### config.mk
export PLATFORM = sky130hd
export DESIGN_NAME = mise_core
export DESIGN_NICKNAME = d
export VERILOG_FILES = /design/src/rtl/mise_pkg.sv /design/src/rtl/mise_core.sv /design/src/rtl/mise_watchdog.sv
export SDC_FILE = /design/constraint.sdc
export NUM_CORES = 1
export LEC_CHECK = 0
export ABC_AREA = 1
export ABC_CLOCK_PERIOD_IN_PS = 7400
export BUFFER_PORTS_ARGS = -buffer_cell sky130_fd_sc_hd__buf_2
export CELL_PAD_IN_SITES_DETAIL_PLACEMENT = 1
export CELL_PAD_IN_SITES_GLOBAL_PLACEMENT = 1
export CORE_ASPECT_RATIO = 1.2
export CORE_UTILIZATION = 51
export DETAILED_ROUTE_END_ITERATION = 12
export MAX_ROUTING_LAYER = met4
export PLACE_DENSITY_LB_ADDON = 0.05
export SYNTH_ARGS = -nofsm -noshare
export SYNTH_HDL_FRONTEND = slang
export SYNTH_SLANG_ARGS = --single-unit
### constraint.sdc
create_clock -name CLK -period 7.4 [get_ports CLK]
set_clock_uncertainty 0.15 [all_clocks]
set_input_delay 0.37 -clock CLK [delete_from_list [all_inputs] [get_ports CLK]]
set_output_delay 0.37 -clock CLK [all_outputs]
set_load 0.05 [all_outputs]
### src/rtl/mise_pkg.sv
package mise_pkg;

   // ==========================================================
   // widths and sizes
   localparam int INSTR_W    = 12;
   localparam int DATA_W     = 8;
   localparam int FADDR_W    = 5;
   localparam int FILE_DEPTH = 32;
   localparam int DEST_BIT   = 5;
   localparam int BUS_AW     = 6;
   localparam int FILE_SEL_BIT = 5;

   // ==========================================================
   // instruction encodings, mask then value
   localparam logic [INSTR_W-1:0] OP_OR_MASK     = 12'hfc0;
   localparam logic [INSTR_W-1:0] OP_OR_VAL      = 12'h100;
   localparam logic [INSTR_W-1:0] OP_STORE_MASK  = 12'hfe0;
   localparam logic [INSTR_W-1:0] OP_STORE_VAL   = 12'h020;
   localparam logic [INSTR_W-1:0] OP_COPY_MASK   = 12'hfc0;
   localparam logic [INSTR_W-1:0] OP_COPY_VAL    = 12'h200;
   localparam logic [INSTR_W-1:0] OP_LIT_MASK    = 12'hf00;
   localparam logic [INSTR_W-1:0] OP_LOADLIT_VAL = 12'hc00;
   localparam logic [INSTR_W-1:0] OP_RETLIT_VAL  = 12'h800;
   localparam logic [INSTR_W-1:0] OP_NOP_VAL     = 12'h000;
   localparam logic [INSTR_W-1:0] OP_OPTION_VAL  = 12'h002;
   localparam logic [INSTR_W-1:0] OP_SLEEP_VAL   = 12'h003;

   localparam logic DEST_ACC  = 1'b0;
   localparam logic DEST_FILE = 1'b1;

   // ==========================================================
   // register port map, addresses below 6'h20 reach the file array
   localparam logic [BUS_AW-1:0] ADDR_ACC     = 6'h20;
   localparam logic [BUS_AW-1:0] ADDR_FLAGS   = 6'h21;
   localparam logic [BUS_AW-1:0] ADDR_OPTION  = 6'h22;
   localparam logic [BUS_AW-1:0] ADDR_PC_LO   = 6'h23;
   localparam logic [BUS_AW-1:0] ADDR_PC_HI   = 6'h24;
   localparam logic [BUS_AW-1:0] ADDR_STATE   = 6'h25;
   localparam logic [BUS_AW-1:0] ADDR_WDT     = 6'h26;

   localparam int FLAG_WAKE_BIT = 3;

   // ==========================================================
   // reset values
   localparam logic [DATA_W-1:0] OPTION_RST = 8'hff;
   localparam logic [DATA_W-1:0] ACC_RST    = 8'h00;
   localparam logic [DATA_W-1:0] FILE_RST   = 8'h00;

   typedef struct packed {
      logic wake;
      logic pd;
      logic to;
      logic zero;
   } mise_flags_s;

   localparam mise_flags_s FLAGS_RST = '{wake: 1'b0, pd: 1'b1, to: 1'b1, zero: 1'b0};

   typedef enum logic [2:0] {
      ST_EXEC  = 3'b001,
      ST_FLUSH = 3'b010,
      ST_SLEEP = 3'b100
   } mise_state_e;

endpackage

### src/rtl/mise_core.sv
`timescale 1ns/100ps

module mise_core
   import mise_pkg::*;
#(
   parameter int PC_W        = 9,
   parameter int STACK_DEPTH = 2,
   parameter int WDT_PRE_W   = 8,
   parameter int WDT_CNT_W   = 8
)
(
   input  wire logic               CLK,
   input  wire logic               RESET,
   input  wire logic [INSTR_W-1:0] INSTR,
   input  wire logic               INSTR_VALID,
   input  wire logic               WAKE_PIN,
   input  wire logic               STACK_PUSH,
   input  wire logic [PC_W-1:0]    STACK_PUSH_ADDR,
   input  wire logic [BUS_AW-1:0]  BUS_ADDR,
   input  wire logic [DATA_W-1:0]  BUS_WDATA,
   input  wire logic               BUS_WR,
   input  wire logic               BUS_RD,
   output logic      [DATA_W-1:0]  BUS_RDATA,
   output logic                    INSTR_READY,
   output logic      [PC_W-1:0]    PC_OUT,
   output logic      [DATA_W-1:0]  ACC_OUT,
   output logic      [DATA_W-1:0]  OPTION_OUT,
   output mise_flags_s             FLAGS_OUT,
   output logic                    SLEEPING,
   output logic                    OSC_EN
);

   // ==========================================================
   // storage
   logic        [DATA_W-1:0] file_mem [FILE_DEPTH];
   logic        [PC_W-1:0]   stack_r  [STACK_DEPTH];
   logic        [PC_W-1:0]   pc_r;
   logic        [DATA_W-1:0] acc_r;
   logic        [DATA_W-1:0] option_r;
   mise_flags_s              flags_r;
   mise_state_e              state_r;
   mise_state_e              state_nxt;
   logic                     ready_r;
   logic                     sleeping_r;
   logic                     osc_en_r;
   logic        [DATA_W-1:0] rd_data_r;

   // ==========================================================
   // decode
   logic                 take, is_or, is_store, is_copy, is_loadlit;
   logic                 is_retlit, is_nop, is_option, is_sleep;
   logic [FADDR_W-1:0]   f_addr;
   logic                 dest, alu_op, wr_acc_alu, wr_file;
   logic [DATA_W-1:0]    lit, file_rd, alu_res, wr_data;
   logic [PC_W-1:0]      stack_top;
   logic                 wake_evt, wake_clear, bus_wr_file, wdt_ovf;
   logic [2*DATA_W-1:0]  pc_wide;
   logic [WDT_CNT_W-1:0] wdt_cnt;
   logic [WDT_PRE_W-1:0] wdt_pre;

   generate
      if (PC_W < 1 || PC_W > 2 * DATA_W || STACK_DEPTH < 1)
      begin : g_bad
         $error("program counter or stack size out of range");
      end
   endgenerate

   assign take       = INSTR_VALID && (state_r == ST_EXEC);
   assign is_or      = take && ((INSTR & OP_OR_MASK) == OP_OR_VAL);
   assign is_store   = take && ((INSTR & OP_STORE_MASK) == OP_STORE_VAL);
   assign is_copy    = take && ((INSTR & OP_COPY_MASK) == OP_COPY_VAL);
   assign is_loadlit = take && ((INSTR & OP_LIT_MASK) == OP_LOADLIT_VAL);
   assign is_retlit  = take && ((INSTR & OP_LIT_MASK) == OP_RETLIT_VAL);
   assign is_nop     = take && (INSTR == OP_NOP_VAL);
   assign is_option  = take && (INSTR == OP_OPTION_VAL);
   assign is_sleep   = take && (INSTR == OP_SLEEP_VAL);

   assign f_addr  = INSTR[FADDR_W-1:0];
   assign dest    = INSTR[DEST_BIT];
   assign lit     = INSTR[DATA_W-1:0];
   assign file_rd = file_mem[f_addr];
   assign alu_op  = is_or || is_copy;

   assign alu_res = is_or ? (acc_r | file_rd) : file_rd;

   assign wr_acc_alu = alu_op && (dest == DEST_ACC);
   assign wr_file    = (alu_op && (dest == DEST_FILE)) || is_store;
   assign wr_data    = is_store ? acc_r : alu_res;

   assign stack_top   = stack_r[0];
   assign wake_evt    = WAKE_PIN || wdt_ovf;
   assign wake_clear  = BUS_WR && (BUS_ADDR == ADDR_FLAGS) && BUS_WDATA[FLAG_WAKE_BIT];
   assign bus_wr_file = BUS_WR && !BUS_ADDR[FILE_SEL_BIT];
   assign pc_wide     = (2 * DATA_W)'(pc_r);

   // ==========================================================
   // file registers, instruction write wins over the port
   genvar gi;
   generate
      for (gi = 0; gi < FILE_DEPTH; gi++)
      begin : g_file
         always_ff @(posedge CLK)
         begin
            if (RESET)
               file_mem[gi] <= FILE_RST;
            else if (wr_file && (f_addr == FADDR_W'(gi)))
               file_mem[gi] <= wr_data;
            else if (bus_wr_file && (BUS_ADDR[FADDR_W-1:0] == FADDR_W'(gi)))
               file_mem[gi] <= BUS_WDATA;
         end
      end
   endgenerate

   // ==========================================================
   // return stack, pop wins over push; bottom entry repeats on pop
   generate
      for (gi = 0; gi < STACK_DEPTH; gi++)
      begin : g_stack
         always_ff @(posedge CLK)
         begin
            if (RESET)
               stack_r[gi] <= '0;
            else if (is_retlit)
            begin
               if (gi < STACK_DEPTH - 1)
                  stack_r[gi] <= stack_r[(gi + 1) % STACK_DEPTH];
            end
            else if (STACK_PUSH)
            begin
               if (gi == 0)
                  stack_r[gi] <= STACK_PUSH_ADDR;
               else
                  stack_r[gi] <= stack_r[(gi + STACK_DEPTH - 1) % STACK_DEPTH];
            end
         end
      end
   endgenerate

   // ==========================================================
   // program counter
   always_ff @(posedge CLK)
   begin
      if (RESET)
         pc_r <= '0;
      else if (is_retlit)
         pc_r <= stack_top;
      else if (take)
         pc_r <= pc_r + 1'b1;
   end

   // ==========================================================
   // sequencing
   always_comb
   begin
      state_nxt = state_r;
      unique case (state_r)
         ST_EXEC:
         begin
            if (is_retlit)
               state_nxt = ST_FLUSH;
            else if (is_sleep)
               state_nxt = ST_SLEEP;
         end
         ST_FLUSH:
            state_nxt = ST_EXEC;
         ST_SLEEP:
         begin
            if (wake_evt)
               state_nxt = ST_EXEC;
         end
         default:
            state_nxt = ST_EXEC;
      endcase
   end

   always_ff @(posedge CLK)
   begin
      if (RESET)
         state_r <= ST_EXEC;
      else
         state_r <= state_nxt;
   end

   always_ff @(posedge CLK)
   begin
      if (RESET)
      begin
         ready_r    <= 1'b1;
         sleeping_r <= 1'b0;
         osc_en_r   <= 1'b1;
      end
      else
      begin
         ready_r    <= (state_nxt == ST_EXEC);
         sleeping_r <= (state_nxt == ST_SLEEP);
         osc_en_r   <= (state_nxt != ST_SLEEP);
      end
   end

   // ==========================================================
   // accumulator and option register
   always_ff @(posedge CLK)
   begin
      if (RESET)
         acc_r <= ACC_RST;
      else if (wr_acc_alu)
         acc_r <= alu_res;
      else if (is_loadlit || is_retlit)
         acc_r <= lit;
   end

   always_ff @(posedge CLK)
   begin
      if (RESET)
         option_r <= OPTION_RST;
      else if (is_option)
         option_r <= acc_r;
   end

   // ==========================================================
   // status flags
   always_ff @(posedge CLK)
   begin
      if (RESET)
         flags_r <= FLAGS_RST;
      else
      begin
         if (alu_op)
            flags_r.zero <= (alu_res == '0);
         if (is_sleep)
         begin
            flags_r.to <= 1'b1;
            flags_r.pd <= 1'b0;
         end
         else if (wdt_ovf)
            flags_r.to <= 1'b0;
         // pin wake sets, software clear loses in the same cycle
         if ((state_r == ST_SLEEP) && WAKE_PIN)
            flags_r.wake <= 1'b1;
         else if (wake_clear)
            flags_r.wake <= 1'b0;
      end
   end

   // ==========================================================
   // watchdog, keeps running in sleep so it can wake the core
   // sleep clears watchdog
   mise_watchdog #(
      .PRE_W (WDT_PRE_W),
      .CNT_W (WDT_CNT_W)
   ) u_wdt (
      .clk      (CLK),
      .reset    (RESET),
      .clear    (is_sleep),
      .count    (wdt_cnt),
      .prescale (wdt_pre),
      .overflow (wdt_ovf)
   );

   // ==========================================================
   // register port read
   always_ff @(posedge CLK)
   begin
      if (RESET || !BUS_RD)
         rd_data_r <= '0;
      else if (!BUS_ADDR[FILE_SEL_BIT])
         rd_data_r <= file_mem[BUS_ADDR[FADDR_W-1:0]];
      else
      begin
         unique case (BUS_ADDR)
            ADDR_ACC:    rd_data_r <= acc_r;
            ADDR_FLAGS:  rd_data_r <= DATA_W'(flags_r);
            ADDR_OPTION: rd_data_r <= option_r;
            ADDR_PC_LO:  rd_data_r <= pc_wide[DATA_W-1:0];
            ADDR_PC_HI:  rd_data_r <= pc_wide[2*DATA_W-1:DATA_W];
            ADDR_STATE:  rd_data_r <= DATA_W'(state_r);
            ADDR_WDT:    rd_data_r <= DATA_W'(wdt_cnt);
            default:     rd_data_r <= '0;
         endcase
      end
   end

   assign BUS_RDATA   = rd_data_r;
   assign INSTR_READY = ready_r;
   assign PC_OUT      = pc_r;
   assign ACC_OUT     = acc_r;
   assign OPTION_OUT  = option_r;
   assign FLAGS_OUT   = flags_r;
   assign SLEEPING    = sleeping_r;
   assign OSC_EN      = osc_en_r;

   // ==========================================================
   // checks
   or_result_a: assert property (@(posedge CLK) disable iff (RESET)
      (is_or && dest == DEST_ACC) |=>
         (ACC_OUT == ($past(acc_r) | $past(file_rd))) && (FLAGS_OUT.zero == (ACC_OUT == '0)))
      else $error("or result or zero wrong");
   dest_file_a: assert property (@(posedge CLK) disable iff (RESET)
      wr_file |=> file_mem[$past(f_addr)] == $past(wr_data))
      else $error("file destination not written");
   dest_acc_a: assert property (@(posedge CLK) disable iff (RESET)
      (alu_op && dest == DEST_FILE) |=> ACC_OUT == $past(acc_r))
      else $error("accumulator changed on file destination");
   store_flags_a: assert property (@(posedge CLK) disable iff (RESET)
      is_store |=> (file_mem[$past(f_addr)] == $past(acc_r)) && $stable(FLAGS_OUT.zero))
      else $error("store wrong or zero changed");
   copy_zero_a: assert property (@(posedge CLK) disable iff (RESET)
      is_copy |=> FLAGS_OUT.zero == ($past(file_rd) == '0))
      else $error("copy zero flag wrong");
   load_lit_a: assert property (@(posedge CLK) disable iff (RESET)
      is_loadlit |=> (ACC_OUT == $past(lit)) && $stable(FLAGS_OUT.zero))
      else $error("literal load wrong");
   option_load_a: assert property (@(posedge CLK) disable iff (RESET)
      is_option |=> (OPTION_OUT == $past(acc_r)) && $stable(ACC_OUT))
      else $error("option load wrong");
   ret_two_cycle_a: assert property (@(posedge CLK) disable iff (RESET)
      is_retlit |=> (PC_OUT == $past(stack_top)) && (ACC_OUT == $past(lit)) && !INSTR_READY
         ##1 INSTR_READY && (state_r == ST_EXEC))
      else $error("return with literal wrong");
   sleep_wdt_a: assert property (@(posedge CLK) disable iff (RESET)
      is_sleep |=> (wdt_cnt == '0) && (wdt_pre == '0))
      else $error("watchdog not cleared by sleep");
   sleep_flags_a: assert property (@(posedge CLK) disable iff (RESET)
      (is_sleep && !wake_clear) |=>
         FLAGS_OUT.to && !FLAGS_OUT.pd && (FLAGS_OUT.wake == $past(flags_r.wake)))
      else $error("sleep flag effects wrong");
   sleep_halt_a: assert property (@(posedge CLK) disable iff (RESET)
      is_sleep |=> SLEEPING && !OSC_EN && !INSTR_READY)
      else $error("sleep not entered");
   sleep_hold_a: assert property (@(posedge CLK) disable iff (RESET)
      (state_r == ST_SLEEP && !wake_evt) |=> SLEEPING && $stable(PC_OUT))
      else $error("left sleep without wake");
   zero_flag_a: assert property (@(posedge CLK) disable iff (RESET)
      alu_op |=> FLAGS_OUT.zero == ($past(alu_res) == '0))
      else $error("zero flag mismatch");
   nop_advance_a: assert property (@(posedge CLK) disable iff (RESET)
      is_nop |=> (PC_OUT == $past(pc_r) + 1'b1) && $stable(ACC_OUT) && $stable(FLAGS_OUT.zero))
      else $error("nop changed state");

endmodule

### src/rtl/mise_watchdog.sv
`timescale 1ns/100ps

module mise_watchdog
   import mise_pkg::*;
#(
   parameter int PRE_W = 8,
   parameter int CNT_W = 8
)
(
   input  wire logic             clk,
   input  wire logic             reset,
   input  wire logic             clear,
   output logic      [CNT_W-1:0] count,
   output logic      [PRE_W-1:0] prescale,
   output logic                  overflow
);

   logic [PRE_W-1:0] pre_r;
   logic [CNT_W-1:0] cnt_r;
   logic             ovf_r;
   logic             pre_wrap;

   generate
      if (PRE_W < 1 || CNT_W < 1 || CNT_W > DATA_W)
      begin : g_bad
         $error("watchdog widths out of range");
      end
   endgenerate

   assign pre_wrap = (pre_r == '1);

   // ==========================================================
   // prescaler and counter, clear wins over counting
   always_ff @(posedge clk)
   begin
      if (reset || clear)
      begin
         pre_r <= '0;
         cnt_r <= '0;
      end
      else
      begin
         pre_r <= pre_r + 1'b1;
         if (pre_wrap)
            cnt_r <= cnt_r + 1'b1;
      end
   end

   always_ff @(posedge clk)
   begin
      if (reset || clear)
         ovf_r <= 1'b0;
      else
         ovf_r <= pre_wrap && (cnt_r == '1);
   end

   assign count    = cnt_r;
   assign prescale = pre_r;
   assign overflow = ovf_r;

endmodule

; After elaboration in Yosys (flattened, before gate mapping)
; Memories as Yosys holds them, arrays and structs flattened.
; Index checks and enable logic that the tools add are counted.
[classes]
bitwise_logic = 69
eq_ne = 83
mux = 314
addsub = 3
reduce_logical = 94
[ops]
columns = cell, n
row1 = 8-bit two-way mux, 69
row2 = 1-bit two-way mux, 235
row3 = 5-bit equality test (second input constant), 32
row4 = 5-bit by 4-bit equality test with 1-bit output (second input constant), 16
row5 = 1-bit logical AND, 79
row6 = 1-bit OR, 67
row7 = 8-bit case mux with 7 select lines, 1
row8 = 9-bit two-way mux, 5
row9 = 6-bit equality test (second input constant), 7
row10 = 5-bit by 3-bit equality test with 1-bit output (second input constant), 8
row11 = 12-bit by 2-bit equality test with 1-bit output (second input constant), 2
row12 = 5-bit by 2-bit equality test with 1-bit output (second input constant), 4
row13 = 8-bit by 1-bit adder with 8-bit output (second input constant), 2
row14 = 8-bit equality test (second input constant), 2
row15 = 5-bit by 1-bit equality test with 1-bit output (second input constant), 2
row16 = 5-bit zero test, 2
row17 = 9-bit by 1-bit adder with 9-bit output (second input constant), 1
row18 = 3-bit two-way mux, 3
row19 = 4-bit equality test (second input constant), 2
row20 = 8-bit zero test, 1
row21 = 8-bit OR, 1
row22 = 7-bit by 1-bit equality test with 1-bit output (second input constant), 1
row23 = 3-bit by 1-bit equality test with 1-bit output (second input constant), 2
row24 = 3-bit equality test (second input constant), 2
row25 = 9 further kinds, 17
[totals]
output_inout_bits = 40
ramBits = 274
ff_bits = 60
memories = 2
word_cells = 580
in_bits = 42
[memory_table]
columns = name, words, width, read_ports, rd_ports_with_merged_regs, wr, line_no
row1 = file_mem, 32, 8, 2, 0, 32, mise_core.sv:35  ; logic [DATA_W-1:0] file_mem [FILE_DEPTH];
row2 = stack_r, 2, 9, 2, 0, 2, mise_core.sv:36  ; logic [PC_W-1:0] stack_r [STACK_DEPTH];

; Logic depth before layout (Yosys ltp)
[depth]
word_depth = 12
mapped_depth = 17
mapped_depth_nobuf = 16

; Cells and area by module
; A second synthesis with hierarchy kept.
[hier_totals]
cells_unflattened = 2306
area_unflattened_um2 = 19069.5
[modules_own_cells]
columns = mod, cells_per_inst, area_each_um2, seq_area_each_um2, instances
row1 = mise_core, 2202, 18317.6, 9088.7, 1
row2 = mise_watchdog, 104, 752.0, 340.3, 1

; Worst setup path before layout
; No wires, ideal clock.
[synth_timing]
path_type = register to register
from = reg state_r[0]
to = mem file_mem[4][0], enable pin
path_buffers = 1
t_arrival_ns = 1.902
path_stages_with_launch = 13
required_time_ns = 6.921
synth_period_minus_slack_ns = 2.381
setup_ns = 0.329
setup_slack_ns = 5.019
cell_sequence = dfxtp_1 -> inv_2 -> nor3_4 -> nand2_4 -> inv_1 -> nand4_1 -> o21ai_2 -> buf_2 -> nand3_1 -> nand2_1 -> nor2_1 -> nand2_1 -> nand3_1
[synth_rtl]
columns = item, line_no
row1 = "start, declared", mise_core.sv:41  ; mise_state_e state_r;
row2 = "start signal, assigned", mise_core.sv:181  ; state_r <= state_nxt;
row3 = "end, declared", mise_core.sv:35

==> flow_metrics.tcl <==
set metrics [dict create \
    status "finished, final reports clean" \
    fin_crit_ns 4.18 \
    wirelength_um 80200 \
    num_vias 19200 \
    yosys_warnings 0 \
    viasPerCell 6.92 \
    cts_tree "built" \
    synthTopCellsByArea "edfxtp_1, nand2_1, o22ai_1, dfxtp_1, a22oi_1" \
    area_growth_pct 9.65 \
    crit_end "file_mem[21][0]$_DFFE_PP_" \
    yosysSeqAreaShare 0.501 \
    tightest_slew_ns 1.31 \
    synth-seq-cells 334 \
    timing.rr.end "file_mem[4][4]$_DFFE_PP_" \
    h-tree-depth 2 \
    clock_latency_ns 0.55 \
    antenna_left 0 \
    critical_path_buf_inv_count 4 \
    cpPeakStageDelay_ns 0.68 \
    drv_cap 0 \
    p_per_area_nw_per_um2 231 \
    core_um2 36100 \
    crit-reg2reg-launch "state_r[1]$_SDFF_PP0_" \
    drive_above_1_share 0.0953 \
    synth.top_cell.area_share 0.437 \
    min_path_type "in2reg" \
    grt_pass1_vias 19800 \
    post_cts_buffers 0 \
    nNetsFinal 2326 \
    place.detailed.hpwl_um 52900 \
    start_util 0.521 \
    rrSetupSlack_ns 3.75 \
    crit_start "INSTR[1]" \
    p_leak_nw 8.10 \
    fmax_mhz 239 \
    clkTransAtPathRegs_ns 0.06 \
    r2r_cells 11 \
    critPathTopFamily "simple AND/OR/NAND/NOR gates" \
    ir_drop_v 0.000225 \
    worst_ep_arrival_time_ns 4.38 \
    slew_headroom 0.123 \
    cts_sinks 334 \
    worst-path-stages 15 \
    syn_nets 2317 \
    async_reset_ff_frac 0 \
    slowest_stage "nor2_4" \
    num_rows 76 \
    die_h_um 212 \
    rsz0062_at_grt "no" \
    end_kind "register" \
    crit_chain "buf_2, buf_4, inv_2, nor2_4, buf_4, nand2_1, nand2_1, o21ai_0, nand3_1, nor2_1, nor2_1, nor2_1, nand2_1, nand2_2, o22ai_1" \
    grt_max_degree 58 \
    grt_pass1_wl_um 119000 \
    yosysTopAreaCell "edfxtp_1" \
    io_pins 82 \
    die_w_um 177 \
    drc 0 \
    cp.required_ns 7.60 \
    syn-mean-instance-area_um2 8.28 \
    total_power_mw 4.76 \
    finalHoldViolations 0 \
    antenna_found_initial 0 \
    numCtsBuffers 37 \
    yosysUniqueCellTypes 44 \
    fin_crit_sh 0.565 \
    drt-pass1-iter-count 6 \
    syn_inst 2272 \
    synth_area_um2 18800 \
    wire_per_inst_um 28.9 \
    cts_buffer_depth 3 \
    gp_congestion 0.989 \
    finalSetupViolCount 0 \
    path_max_fanout 32 \
    synth_edf_count 274 \
    maxSlewViolCount 0 \
    portBuffers 81 \
    die-area_um2 37700 \
    nFillCells 4374 \
    start_kind "input port" \
    ys.flop_type "edfxtp_1" \
    drt-initial-drc-count 2497 \
    grtUsageTotal 0.440 \
    antenna_cells 0 \
    critPathKind "in2reg" \
    setup-tns-final_ns 0 \
    overflow 0 \
    clock-root-buffer "clkbuf_16" \
]
[metal layers]
layer / part of all wire / global-route usage
met5: 0 / -
met4: 0.075 / 0.298
met3: 0.11 / 0.0823
met2: 0.47 / 0.694
met1: 0.35 / 0.511
[flip-flops by register name, indices dropped and copies added, names as in the netlist]
register        flops
u_wdt.count         8
OSC_EN              1
BUS_RDATA           8
INSTR_READY         1
OPTION_OUT          8
ACC_OUT             8
file_mem          256
u_wdt.overflow      1
stack_r            18
u_wdt.prescale      8
state_r             3
PC_OUT              9
SLEEPING            1
FLAGS_OUT           4
[cell type report]
| type | count | area, um^2 | area share |
|---|---|---|---|
| multi-input combinational | 1631 | 8110 | 0.393 |
| timing repair buffer | 121 | 708 | 0.0343 |
| clock buffer | 48 | 1080 | 0.0524 |
| inverter | 156 | 586 | 0.0284 |
| tap | 468 | 586 | 0.0284 |
| clock inverter | 19 | 135 | 0.00655 |
| sequential | 334 | 9430 | 0.457 |
[cells in the final DEF (no fill, tap or decap), types with 39 or more instances in the layout]
cell type    n
buf_2       81
dfxtp_1     60
edfxtp_1   274
a22oi_1    108
o22ai_1    260
nand2_1    702
nor2_1     135
a21oi_1    103
nand4_1     52
inv_1      142
nand3_1     90
clkbuf_16   41
o21ai_0     46
buf_4       39
[worst reg2reg max path, delay by kind of cell (launching register included)]
kind | cells | cell delay (ns)
simple gates | 8 | 1.87
buf+inv | 2 | 0.68
flops | 1 | 0.40
compound gates | 1 | 0.15
[where the power goes]
group | switching (mW) | internal, mW
sequential | 0.0599 | 2.11
clock | 0.810 | 1.07
combinational | 0.558 | 0.150
total | 1.43 | 3.33
[kinds of logic (layout without fill, tap and decap cells)]
| group | Yosys count | after routing | synth area share |
|---|---|---|---|
| and+or+nand+nor | 1029 | 1029 | 0.227 |
| buffers and inverters | 307 | 344 | 0.0688 |
| DFF | 334 | 334 | 0.501 |
| xor gates and xnor gates | 9 | 9 | 0.00419 |
| AOI/OAI and AO/OA | 590 | 590 | 0.197 |
| adders and majority gates | 3 | 3 | 0.00199 |
[synth_stat cells (all sizes together) (60+ instances only)]
library cell,instances
nand2,708
edfxtp,274
o22ai,260
inv,153
nor2,146
a22oi,108
a21oi,103
nand3,92
buf,79
clkbuf,72
o21ai,70
dfxtp,60
[metrics by stage]
step                       util  std cells  hold slack (ns)  area (um^2)  worst slack, ns
after CTS                 0.571       2777          0.00680        20600             3.46
after global routing      0.571       2777           0.0317        20600             3.23
after floorplan               -       2272            0.268        18800             5.02
after detailed placement  0.537       2709            0.300        19400             2.96
after global placement    0.537       2709            0.277        19400             3.06
final                     0.571       2777          0.00836        20600             3.22
[worst min path at each step]
| stage | startpoint | to | cells after the start |
|---|---|---|---|
| floorplan | u_wdt.prescale[0]$_SDFF_PP0_ | u_wdt.prescale[0]$_SDFF_PP0_ | 1 |
| global placement | u_wdt.prescale[0]$_SDFF_PP0_ | u_wdt.prescale[0]$_SDFF_PP0_ | 1 |
| detailed placement | u_wdt.prescale[0]$_SDFF_PP0_ | u_wdt.prescale[0]$_SDFF_PP0_ | 1 |
| CTS | BUS_WDATA[4] | file_mem[16][4]$_SDFFCE_PN0P_ | 3 |
| global route | BUS_WDATA[3] | FLAGS_OUT[3]$_SDFFE_PP0P_ | 4 |
| finish | BUS_WDATA[4] | file_mem[16][4]$_SDFFCE_PN0P_ | 3 |
[timing repair]
action	in CTS	in global routing
gates resized for setup	0	0
hold buffers	1	0
hold endpoints to repair	2	0
(Power assumes the default switching activity.)
